==> config.mk <==
export PLATFORM = sky130hd
export DESIGN_NAME = flash_xip_battery_status_regs
export DESIGN_NICKNAME = d
export VERILOG_FILES = /design/src/flash_status_pkg.sv /design/src/level_sync.sv /design/src/load_timer.sv /design/src/flash_xip_battery_status_regs.sv
export SDC_FILE = /design/constraint.sdc
export NUM_CORES = 1
export LEC_CHECK = 0
export ABC_AREA = 1
export BUFFER_PORTS_ARGS = -buffer_cell sky130_fd_sc_hd__buf_2
export CORE_ASPECT_RATIO = 1.4
export CORE_MARGIN = 5
export CORE_UTILIZATION = 51
export DETAILED_ROUTE_END_ITERATION = 6
export GPL_TIMING_DRIVEN = 0
export MAX_ROUTING_LAYER = met4
export PLACE_DENSITY = 0.91
export REMOVE_ABC_BUFFERS = 1
export SLEW_MARGIN = 20
export SYNTH_ARGS = -nofsm -noshare
export SYNTH_HDL_FRONTEND = slang
export SYNTH_SLANG_ARGS = --single-unit
export TNS_END_PERCENT = 20
==> constraint.sdc <==
create_clock -name mclk -period 2.7 [get_ports mclk]
set_input_delay 0.405 -clock mclk [delete_from_list [all_inputs] [get_ports mclk]]
set_output_delay 0.405 -clock mclk [all_outputs]
set_load 0.02 [all_outputs]
==> src/flash_status_pkg.sv <==
package flash_status_pkg;

  localparam int SR_W = 8;
  localparam logic [7:0] SR5_RESET = 8'h00;
  localparam logic [7:0] SR6_RESET = 8'h00;

  localparam int SR5_LOCK_BIT = 7;
  localparam int SR5_DC_MSB = 6;
  localparam int SR5_DC_LSB = 4;
  localparam int SR5_ERASE_HALT_BIT = 3;
  localparam int SR5_PROG_HALT_BIT = 2;
  localparam int SR5_ABORT_EN_BIT = 1;
  localparam int SR5_ALIGN_BIT = 0;

  localparam int SR6_RESULT_MSB = 7;
  localparam int SR6_RESULT_LSB = 6;
  localparam int SR6_THRESH_MSB = 5;
  localparam int SR6_THRESH_LSB = 3;
  localparam int SR6_LOAD_MSB = 2;
  localparam int SR6_LOAD_LSB = 1;
  localparam int SR6_TIME_BIT = 0;

  localparam logic [2:0] DC_CODE_MAX = 3'h4;
  localparam logic [3:0] DC_BASE_CLOCKS = 4'h2;
  localparam logic [3:0] MODE_BYTE_CLOCKS = 4'h2;

  localparam int ADDR_W = 24;
  localparam logic [1:0] ALIGN_LOW_BITS = 2'h0;

  localparam int CLK_FREQ_MHZ = 10;
  localparam int LOAD_SHORT_US = 100;
  localparam int LOAD_LONG_US = 1000;
  localparam int LOAD_SHORT_CYCLES = LOAD_SHORT_US * CLK_FREQ_MHZ;
  localparam int LOAD_LONG_CYCLES = LOAD_LONG_US * CLK_FREQ_MHZ;
  localparam int LOAD_CNT_W = 14;

  typedef enum logic [1:0] {
    RES_IDLE = 2'b00,
    RES_RUNNING = 2'b01,
    RES_ABOVE = 2'b10,
    RES_BELOW = 2'b11
  } battery_result_t;

  typedef enum logic [0:0] {
    BAT_IDLE = 1'b0,
    BAT_LOADING = 1'b1
  } battery_state_t;

endpackage

==> src/level_sync.sv <==
`timescale 1ns/100ps
module level_sync (
  input wire logic mclk,
  input wire logic rst,
  input wire logic asyncIn,
  output logic syncOut
);

  typedef struct packed {
    logic stage1;
    logic stage2;
  } sync_state_t;

  sync_state_t st_r;
  sync_state_t st_nxt;

  always_comb begin
    st_nxt = st_r;
    st_nxt.stage1 = asyncIn;
    st_nxt.stage2 = st_r.stage1;
  end

  always_ff @(posedge mclk or posedge rst) begin
    if (rst) begin
      st_r <= '0;
    end else begin
      st_r <= st_nxt;
    end
  end

  assign syncOut = st_r.stage2;

endmodule

==> src/load_timer.sv <==
`timescale 1ns/100ps
module load_timer #(
  parameter int CNT_W = flash_status_pkg::LOAD_CNT_W,
  parameter int SHORT_CYCLES = flash_status_pkg::LOAD_SHORT_CYCLES,
  parameter int LONG_CYCLES = flash_status_pkg::LOAD_LONG_CYCLES
) (
  input wire logic mclk,
  input wire logic rst,
  input wire logic start,
  input wire logic abort,
  input wire logic longSel,
  output logic busy,
  output logic done
);

  typedef struct packed {
    logic busy;
    logic done;
    logic [CNT_W-1:0] cnt;
  } timer_state_t;

  localparam logic [CNT_W-1:0] SHORT_LAST = CNT_W'(SHORT_CYCLES - 1);
  localparam logic [CNT_W-1:0] LONG_LAST = CNT_W'(LONG_CYCLES - 1);

  timer_state_t st_r;
  timer_state_t st_nxt;

  always_comb begin
    st_nxt = st_r;
    st_nxt.done = 1'b0;
    if (abort) begin
      st_nxt.busy = 1'b0;
      st_nxt.cnt = '0;
    end else if (start && !st_r.busy) begin
      // Count is reloaded from the selected last value down to zero
      st_nxt.busy = 1'b1;
      st_nxt.cnt = longSel ? LONG_LAST : SHORT_LAST;
    end else if (st_r.busy) begin
      if (st_r.cnt == '0) begin
        st_nxt.busy = 1'b0;
        st_nxt.done = 1'b1;
      end else begin
        st_nxt.cnt = st_r.cnt - 1'b1;
      end
    end
  end

  always_ff @(posedge mclk or posedge rst) begin
    if (rst) begin
      st_r <= '0;
    end else begin
      st_r <= st_nxt;
    end
  end

  assign busy = st_r.busy;
  assign done = st_r.done;

endmodule

==> src/flash_xip_battery_status_regs.sv <==
`timescale 1ns/100ps
// Function
// - Three-bit code selects 2,4,6,8 or 10 dummy clocks; 101-111 reserved.
// - Dummy total already includes the two mode-byte clocks; host adds none.
// - Read-only erase-halt flag in bit 3 set while erase is suspended.
// - Read-only program-halt flag in bit 2 set while program is suspended.
// - Abort enable changes only by register five write or power cycle.
// - Word-align select forces low two address bits of aligned read to 00.
// - Word-align select affects only the aligned continuous read command.
// - Battery result: 00 idle, 01 running, 10 above, 11 below threshold.
// - Battery status command starts the test and updates the result field.
// - Accepted terminate or an internal condition clears the battery result.
// - Three-bit writable threshold select, 1.8V to 3.2V in 0.2V steps.
// - Two-bit writable load select: 10uA, 100uA, 1mA, 10mA.
// - Load time bit: 0 gives 100 microseconds, 1 gives 1 millisecond.
// - After load time, compare against threshold, result into bits 7:6.
// - All fields, suspend flags and battery result reset to zero.
// - Command-less continuous read only when continuous enable and quad enable.
module flash_xip_battery_status_regs #(
  parameter int LOAD_LONG_CYCLES = flash_status_pkg::LOAD_LONG_CYCLES,
  parameter int LOAD_SHORT_CYCLES = flash_status_pkg::LOAD_SHORT_CYCLES
) (
  input wire logic mclk,
  input wire logic rst,
  input wire logic sr5WriteStb,
  input wire logic sr6WriteStb,
  input wire logic [7:0] writeData,
  input wire logic eraseSuspendEvt,
  input wire logic eraseResumeEvt,
  input wire logic programSuspendEvt,
  input wire logic programResumeEvt,
  input wire logic terminateCmd,
  input wire logic batteryStatusCmd,
  input wire logic batteryInternalClear,
  input wire logic batteryBelowRaw,
  input wire logic quadEnableBit,
  input wire logic continuousReadEnable,
  input wire logic readAddrValid,
  input wire logic [23:0] readAddr,
  input wire logic alignedReadCmd,
  input wire logic quadReadEnd,
  input wire logic modeContinue,
  output logic [7:0] sr5Value,
  output logic [7:0] sr6Value,
  output logic [3:0] dummyClocksTotal,
  output logic [3:0] dummyAfterMode,
  output logic dummyReserved,
  output logic terminateAccept,
  output logic [23:0] effAddr,
  output logic effAddrValid,
  output logic continuousReadActive,
  output logic batteryLoadOn,
  output logic [1:0] batteryLoadSel,
  output logic [2:0] batteryThresholdSel
);

  typedef struct packed {
    logic [2:0] dummyCycleCount;
    logic eraseHaltFlag;
    logic programHaltFlag;
    logic abortCmdEnable;
    logic wordAlignSelect;
    flash_status_pkg::battery_result_t batteryTestResult;
    logic [2:0] batteryThresholdSel;
    logic [1:0] batteryLoadSel;
    logic batteryLoadTime;
    flash_status_pkg::battery_state_t batState;
    logic [3:0] dummyTotal;
    logic [3:0] dummyAfter;
    logic dummyRsvd;
    logic termAccept;
    logic [23:0] addr;
    logic addrValid;
    logic contActive;
    logic loadOn;
  } regs_state_t;

  regs_state_t st_r;
  regs_state_t st_nxt;

  logic batteryBelow;
  logic timerStart;
  logic timerAbort;
  logic timerDone;
  logic termOk;

  level_sync u_below_sync (
    .mclk(mclk),
    .rst(rst),
    .asyncIn(batteryBelowRaw),
    .syncOut(batteryBelow)
  );

  load_timer #(
    .CNT_W(flash_status_pkg::LOAD_CNT_W),
    .SHORT_CYCLES(LOAD_SHORT_CYCLES),
    .LONG_CYCLES(LOAD_LONG_CYCLES)
  ) u_load_timer (
    .mclk(mclk),
    .rst(rst),
    .start(timerStart),
    .abort(timerAbort),
    .longSel(st_r.batteryLoadTime),
    .busy(),
    .done(timerDone)
  );

  // Start only from idle so a repeated status command cannot restart the load
  assign termOk = terminateCmd && st_r.abortCmdEnable;
  // An abort in the same cycle blocks the start, else the state would wait on a timer that never ran
  assign timerStart = batteryStatusCmd && (st_r.batState == flash_status_pkg::BAT_IDLE) && !timerAbort;
  assign timerAbort = termOk || batteryInternalClear;

  always_comb begin
    st_nxt = st_r;
    st_nxt.termAccept = termOk;
    st_nxt.addrValid = 1'b0;

    // Only writable fields are taken from a register write
    if (sr5WriteStb) begin
      st_nxt.dummyCycleCount = writeData[flash_status_pkg::SR5_DC_MSB:flash_status_pkg::SR5_DC_LSB];
      st_nxt.abortCmdEnable = writeData[flash_status_pkg::SR5_ABORT_EN_BIT];
      st_nxt.wordAlignSelect = writeData[flash_status_pkg::SR5_ALIGN_BIT];
    end
    if (sr6WriteStb) begin
      st_nxt.batteryThresholdSel = writeData[flash_status_pkg::SR6_THRESH_MSB:flash_status_pkg::SR6_THRESH_LSB];
      st_nxt.batteryLoadSel = writeData[flash_status_pkg::SR6_LOAD_MSB:flash_status_pkg::SR6_LOAD_LSB];
      st_nxt.batteryLoadTime = writeData[flash_status_pkg::SR6_TIME_BIT];
    end

    // Suspend wins over resume in the same cycle so no event is lost
    if (eraseSuspendEvt) begin
      st_nxt.eraseHaltFlag = 1'b1;
    end else if (eraseResumeEvt) begin
      st_nxt.eraseHaltFlag = 1'b0;
    end
    if (programSuspendEvt) begin
      st_nxt.programHaltFlag = 1'b1;
    end else if (programResumeEvt) begin
      st_nxt.programHaltFlag = 1'b0;
    end

    // Reserved codes fall back to the shortest setting and are flagged
    if (st_r.dummyCycleCount > flash_status_pkg::DC_CODE_MAX) begin
      st_nxt.dummyTotal = flash_status_pkg::DC_BASE_CLOCKS;
      st_nxt.dummyRsvd = 1'b1;
    end else begin
      st_nxt.dummyTotal = {st_r.dummyCycleCount, 1'b0} + flash_status_pkg::DC_BASE_CLOCKS;
      st_nxt.dummyRsvd = 1'b0;
    end
    st_nxt.dummyAfter = st_nxt.dummyTotal - flash_status_pkg::MODE_BYTE_CLOCKS;

    if (readAddrValid) begin
      st_nxt.addrValid = 1'b1;
      if (alignedReadCmd && st_r.wordAlignSelect) begin
        st_nxt.addr = {readAddr[flash_status_pkg::ADDR_W-1:2], flash_status_pkg::ALIGN_LOW_BITS};
      end else begin
        st_nxt.addr = readAddr;
      end
    end

    // Either enable dropping ends the command-less mode at once
    if (!(continuousReadEnable && quadEnableBit)) begin
      st_nxt.contActive = 1'b0;
    end else if (quadReadEnd) begin
      st_nxt.contActive = modeContinue;
    end

    case (st_r.batState)
      flash_status_pkg::BAT_IDLE: begin
        if (timerStart) begin
          st_nxt.batState = flash_status_pkg::BAT_LOADING;
          st_nxt.batteryTestResult = flash_status_pkg::RES_RUNNING;
          st_nxt.loadOn = 1'b1;
        end else if (timerAbort) begin
          st_nxt.batteryTestResult = flash_status_pkg::RES_IDLE;
        end
      end
      flash_status_pkg::BAT_LOADING: begin
        if (timerAbort) begin
          st_nxt.batState = flash_status_pkg::BAT_IDLE;
          st_nxt.batteryTestResult = flash_status_pkg::RES_IDLE;
          st_nxt.loadOn = 1'b0;
        end else if (timerDone) begin
          st_nxt.batState = flash_status_pkg::BAT_IDLE;
          st_nxt.loadOn = 1'b0;
          st_nxt.batteryTestResult = batteryBelow ? flash_status_pkg::RES_BELOW
                                                  : flash_status_pkg::RES_ABOVE;
        end
      end
      default: begin
        st_nxt.batState = flash_status_pkg::BAT_IDLE;
        st_nxt.loadOn = 1'b0;
      end
    endcase
  end

  always_ff @(posedge mclk or posedge rst) begin
    if (rst) begin
      st_r <= '0;
      st_r.dummyTotal <= flash_status_pkg::DC_BASE_CLOCKS;
    end else begin
      st_r <= st_nxt;
    end
  end

  // Lock bit is outside this block and reads as zero
  assign sr5Value = {1'b0, st_r.dummyCycleCount, st_r.eraseHaltFlag, st_r.programHaltFlag,
                     st_r.abortCmdEnable, st_r.wordAlignSelect};
  assign sr6Value = {st_r.batteryTestResult, st_r.batteryThresholdSel, st_r.batteryLoadSel,
                     st_r.batteryLoadTime};
  assign dummyClocksTotal = st_r.dummyTotal;
  assign dummyAfterMode = st_r.dummyAfter;
  assign dummyReserved = st_r.dummyRsvd;
  assign terminateAccept = st_r.termAccept;
  assign effAddr = st_r.addr;
  assign effAddrValid = st_r.addrValid;
  assign continuousReadActive = st_r.contActive;
  assign batteryLoadOn = st_r.loadOn;
  assign batteryLoadSel = st_r.batteryLoadSel;
  assign batteryThresholdSel = st_r.batteryThresholdSel;

endmodule

==> flow_summary.toml <==
[cts]
cts_tree = "built"
cts-root-buf = "sky130_fd_sc_hd__clkbuf_8"
clock_sinks = 69
max-clock-path-buffers = 2
cts_setup_buffers = 0
cts-buffers-inserted = 9
cts.hold.buffers_added = 0
h-tree-depth = 3
cts.reportedPaths.clkPinSlew_ns = 0.07
post_cts_resized = 0
worstSkewPairLatency_ns = 0.34

[setup_path]
path_cells = "inv_1 -> ha_1 -> nand3_1 -> nor2_1 -> nand2_1 -> nand3_1 -> o21ai_1 -> nand2_1 -> nand2_1"
critical-path-top-cell-by-count = "sky130_fd_sc_hd__nand2_1"
timing.critical_path.buf_inv = 1
critPathMaxFanout = 4
critPathLaunchType = "flip-flop"
crit_path_max_incr_delay_ns = 0.41
critical_path_required_ns = 2.93
r2r_cells = 9
crit_path_top_delay_cell = "sky130_fd_sc_hd__dfrtp_1"
cp_top_family = "simple AND/OR/NAND/NOR gates"
path_depth = 9
critical_path.endpoint_type = "flip-flop"
worstPathArrival_ns = 1.93
startpoint = "u_load_timer.st_r[0]"
worstSetupPathType = "flip-flop to flip-flop"
worstReg2RegStart = "u_load_timer.st_r[0]"

[sta]
final_max_slew_viol_count = 0
worst_slew_pin_slew_ns = 0.511
fraction_of_the_cycle_the_final_worst_path_needs = 0.630
fmaxAchievable_mhz = 588
setup_viol_count_final = 0
fin_worst_skew_ns = 0.00425
final-hold-violation-count = 0
finalSetupTns_ns = 0
rel_slew_slack = 0.659
timing.final.ws_setup_ns = 1.00
grt_setup_unrepaired = "no"
fin_crit_ns = 1.70

[finish]
fillers = 540
synthToLayoutAreaGrowth_pct = 13.4
antenna_cells_inserted = 0
post_route_cells_drive_above_1_share = 0.386
nets = 476

[logic_synthesis]
netlist_top_cells_area = "sky130_fd_sc_hd__dfrtp_1 49%, sky130_fd_sc_hd__buf_4 11%, sky130_fd_sc_hd__mux2_2 9.3%, sky130_fd_sc_hd__nand2_1 7.0%, sky130_fd_sc_hd__inv_1 4.4%"
combinational_family_with_the_most_area_after_synthesis = "buffers and inverters"
adder_cell_share_of_the_synthesized_area = 0.0143
instance_count_of_the_mapped_netlist = 366
synth.ff_latch_count = 69
post_synth_num_cell_types = 33
synth_sequential_area_ratio = 0.493
synth_mux_area_frac = 0.0931
yosys.area_share.simple = 0.174
synth_top_cell_by_area = "sky130_fd_sc_hd__dfrtp_1"
synth_top_cell_area_share = 0.485
post_synth_xor_area_fraction = 0.00749
synth_compound_area_frac = 0.0403
area_of_the_mapped_netlist_mm2 = 0.00351
synthesis.area_per_instance_um2 = 9.58
synth-warning-count = 0

[place]
gpl.final_weighted_congestion = 0.851
pre_cts_slack_ns = 1.03
hpwlAfterDp_um = 5730
buffer_ports.inserted = 103

[power]
vdd.ir_drop.worst_mv = 0.558
pwr_density_cell_mw_per_mm2 = 712
p_leak_nw = 2.16

[global_route]
antenna_found_initial = 0
globalRoute.totalOverflow = 0
grt_pass1_wl_um = 12700
grt_max_degree = 47
first_global_vias = 2845
grtUsageTotal = 0.195

[detailed_routing]
dr_wl_met3_um = 448
detailedRoute.firstIterationViolations = 129
route.detailed.vias_per_inst = 4.95
route.vias.total = 2569
ant_nets = 0
highest_layer = "met4"
m1WireLength_um = 2770
drt_pass1_iterations = 6
routedWlPerCell_um = 14.8
totalWireLength_um = 7680
remaining_drc_errors = 0
met2_wirelength_um = 4300

[floorplanning]
fp.dieW_um = 80.1
placementRows = 35
floorplan.initialDensity = 0.527
number_of_top_level_pins = 108
die_height_um = 108
die-area_mm2 = 0.00866
core_area_mm2 = 0.00666

[run]
cap_violations = 0

[hold_path]
min-delay-path-class = "primary input to async pin"

[status]
outcome = "finished clean"
[power by group]
part	internal (W)	switching [W]
combinational	0.000206	0.000370
clock	0.000665	0.000398
sequential	0.00113	0.0000624
[cells in the mapped netlist (all sizes together)]
| master | instances |
|---|---|
| a211oi | 1 |
| a21oi | 5 |
| buf | 59 |
| clkbuf | 2 |
| conb | 1 |
| dfrtp | 68 |
| dfstp | 1 |
| ha | 4 |
| inv | 43 |
| mux2 | 29 |
| nand2 | 69 |
| nand3 | 32 |
| nand3b | 1 |
| nand4 | 1 |
| nor2 | 27 |
| nor3 | 1 |
| o21ai | 15 |
| o21bai | 3 |
| or2 | 1 |
| xor2 | 3 |
[layout make-up]
class | count | area [um2] | area share
sequential | 69 | 1730 | 0.435
multi-input combinational | 195 | 1160 | 0.293
timing repair buffer | 104 | 543 | 0.137
inverter | 43 | 166 | 0.0419
clock buffer | 11 | 151 | 0.0381
tap | 92 | 115 | 0.0290
clock inverter | 5 | 106 | 0.0268
[state kept, by name, indices dropped and copies added (netlist names)]
name and count:
effAddr 24, u_load_timer.st_r 14, sr5Value 7, batteryThresholdSel 3, dummyAfterMode 3, dummyClocksTotal 3
sr6Value 3, batteryLoadSel 2, batteryLoadOn 1, continuousReadActive 1, dummyReserved 1, effAddrValid 1
st_r 1, terminateAccept 1, u_below_sync.st_nxt 1, u_below_sync.syncOut 1, u_load_timer.busy 1, u_load_timer.done 1
[per-stage QoR]
stage	total power [W]	cell area (um2)	util	cells	hold slack, ns
3_3_place_gp	0.00174	3690	0.554	502	0.333
2_1_floorplan	0.00157	3060	-	307	0.331
4_1_cts	0.00285	3980	0.597	519	0.0322
6_report	0.00283	3980	0.597	519	0.0322
5_1_grt	0.00297	3980	0.597	519	0.0403
3_5_place_dp	0.00178	3720	0.558	503	0.336
[cell usage in the layout, fill, tap and decap left out, drive strengths merged, types with 3 or more instances in the layout]
cell type    n
o21bai       3
clkbuf      11
mux2        29
nand3       32
conb         3
o21ai       15
bufinv       3
nand2       69
a21oi        5
xor2         3
dfrtp       68
nor2        27
ha           4
inv         43
buf        104
[per-layer routing]
layer | GRT usage | vias up
met4 | 0.0725 | 0
met3 | 0.0417 | 17
li1 | - | 1209
met5 | - | -
met1 | 0.207 | 1231
met2 | 0.352 | 112
[kinds of logic (layout without fill, tap and decap cells)]
logic type / Yosys count / in the layout
buf+inv: 104 / 163
other cells: 1 / 3
simple gates: 132 / 132
compound gates: 24 / 24
xor+xnor: 3 / 3
mux: 29 / 29
flops: 69 / 69
fa+ha+maj: 4 / 4
[final timing paths]
path	to	slack, ns
worst max-delay path	u_load_timer.st_r[5]	1.00
worst min-delay path	effAddr[17]	0.03
worst max register to register	u_load_timer.st_r[5]	1.00
worst min register to register	u_below_sync.syncOut	0.35
max in group asynchronous	effAddr[6]	2.15
min in group mclk	u_below_sync.st_nxt[0]	0.17
Note: power is estimated with default switching activity, not from simulation.
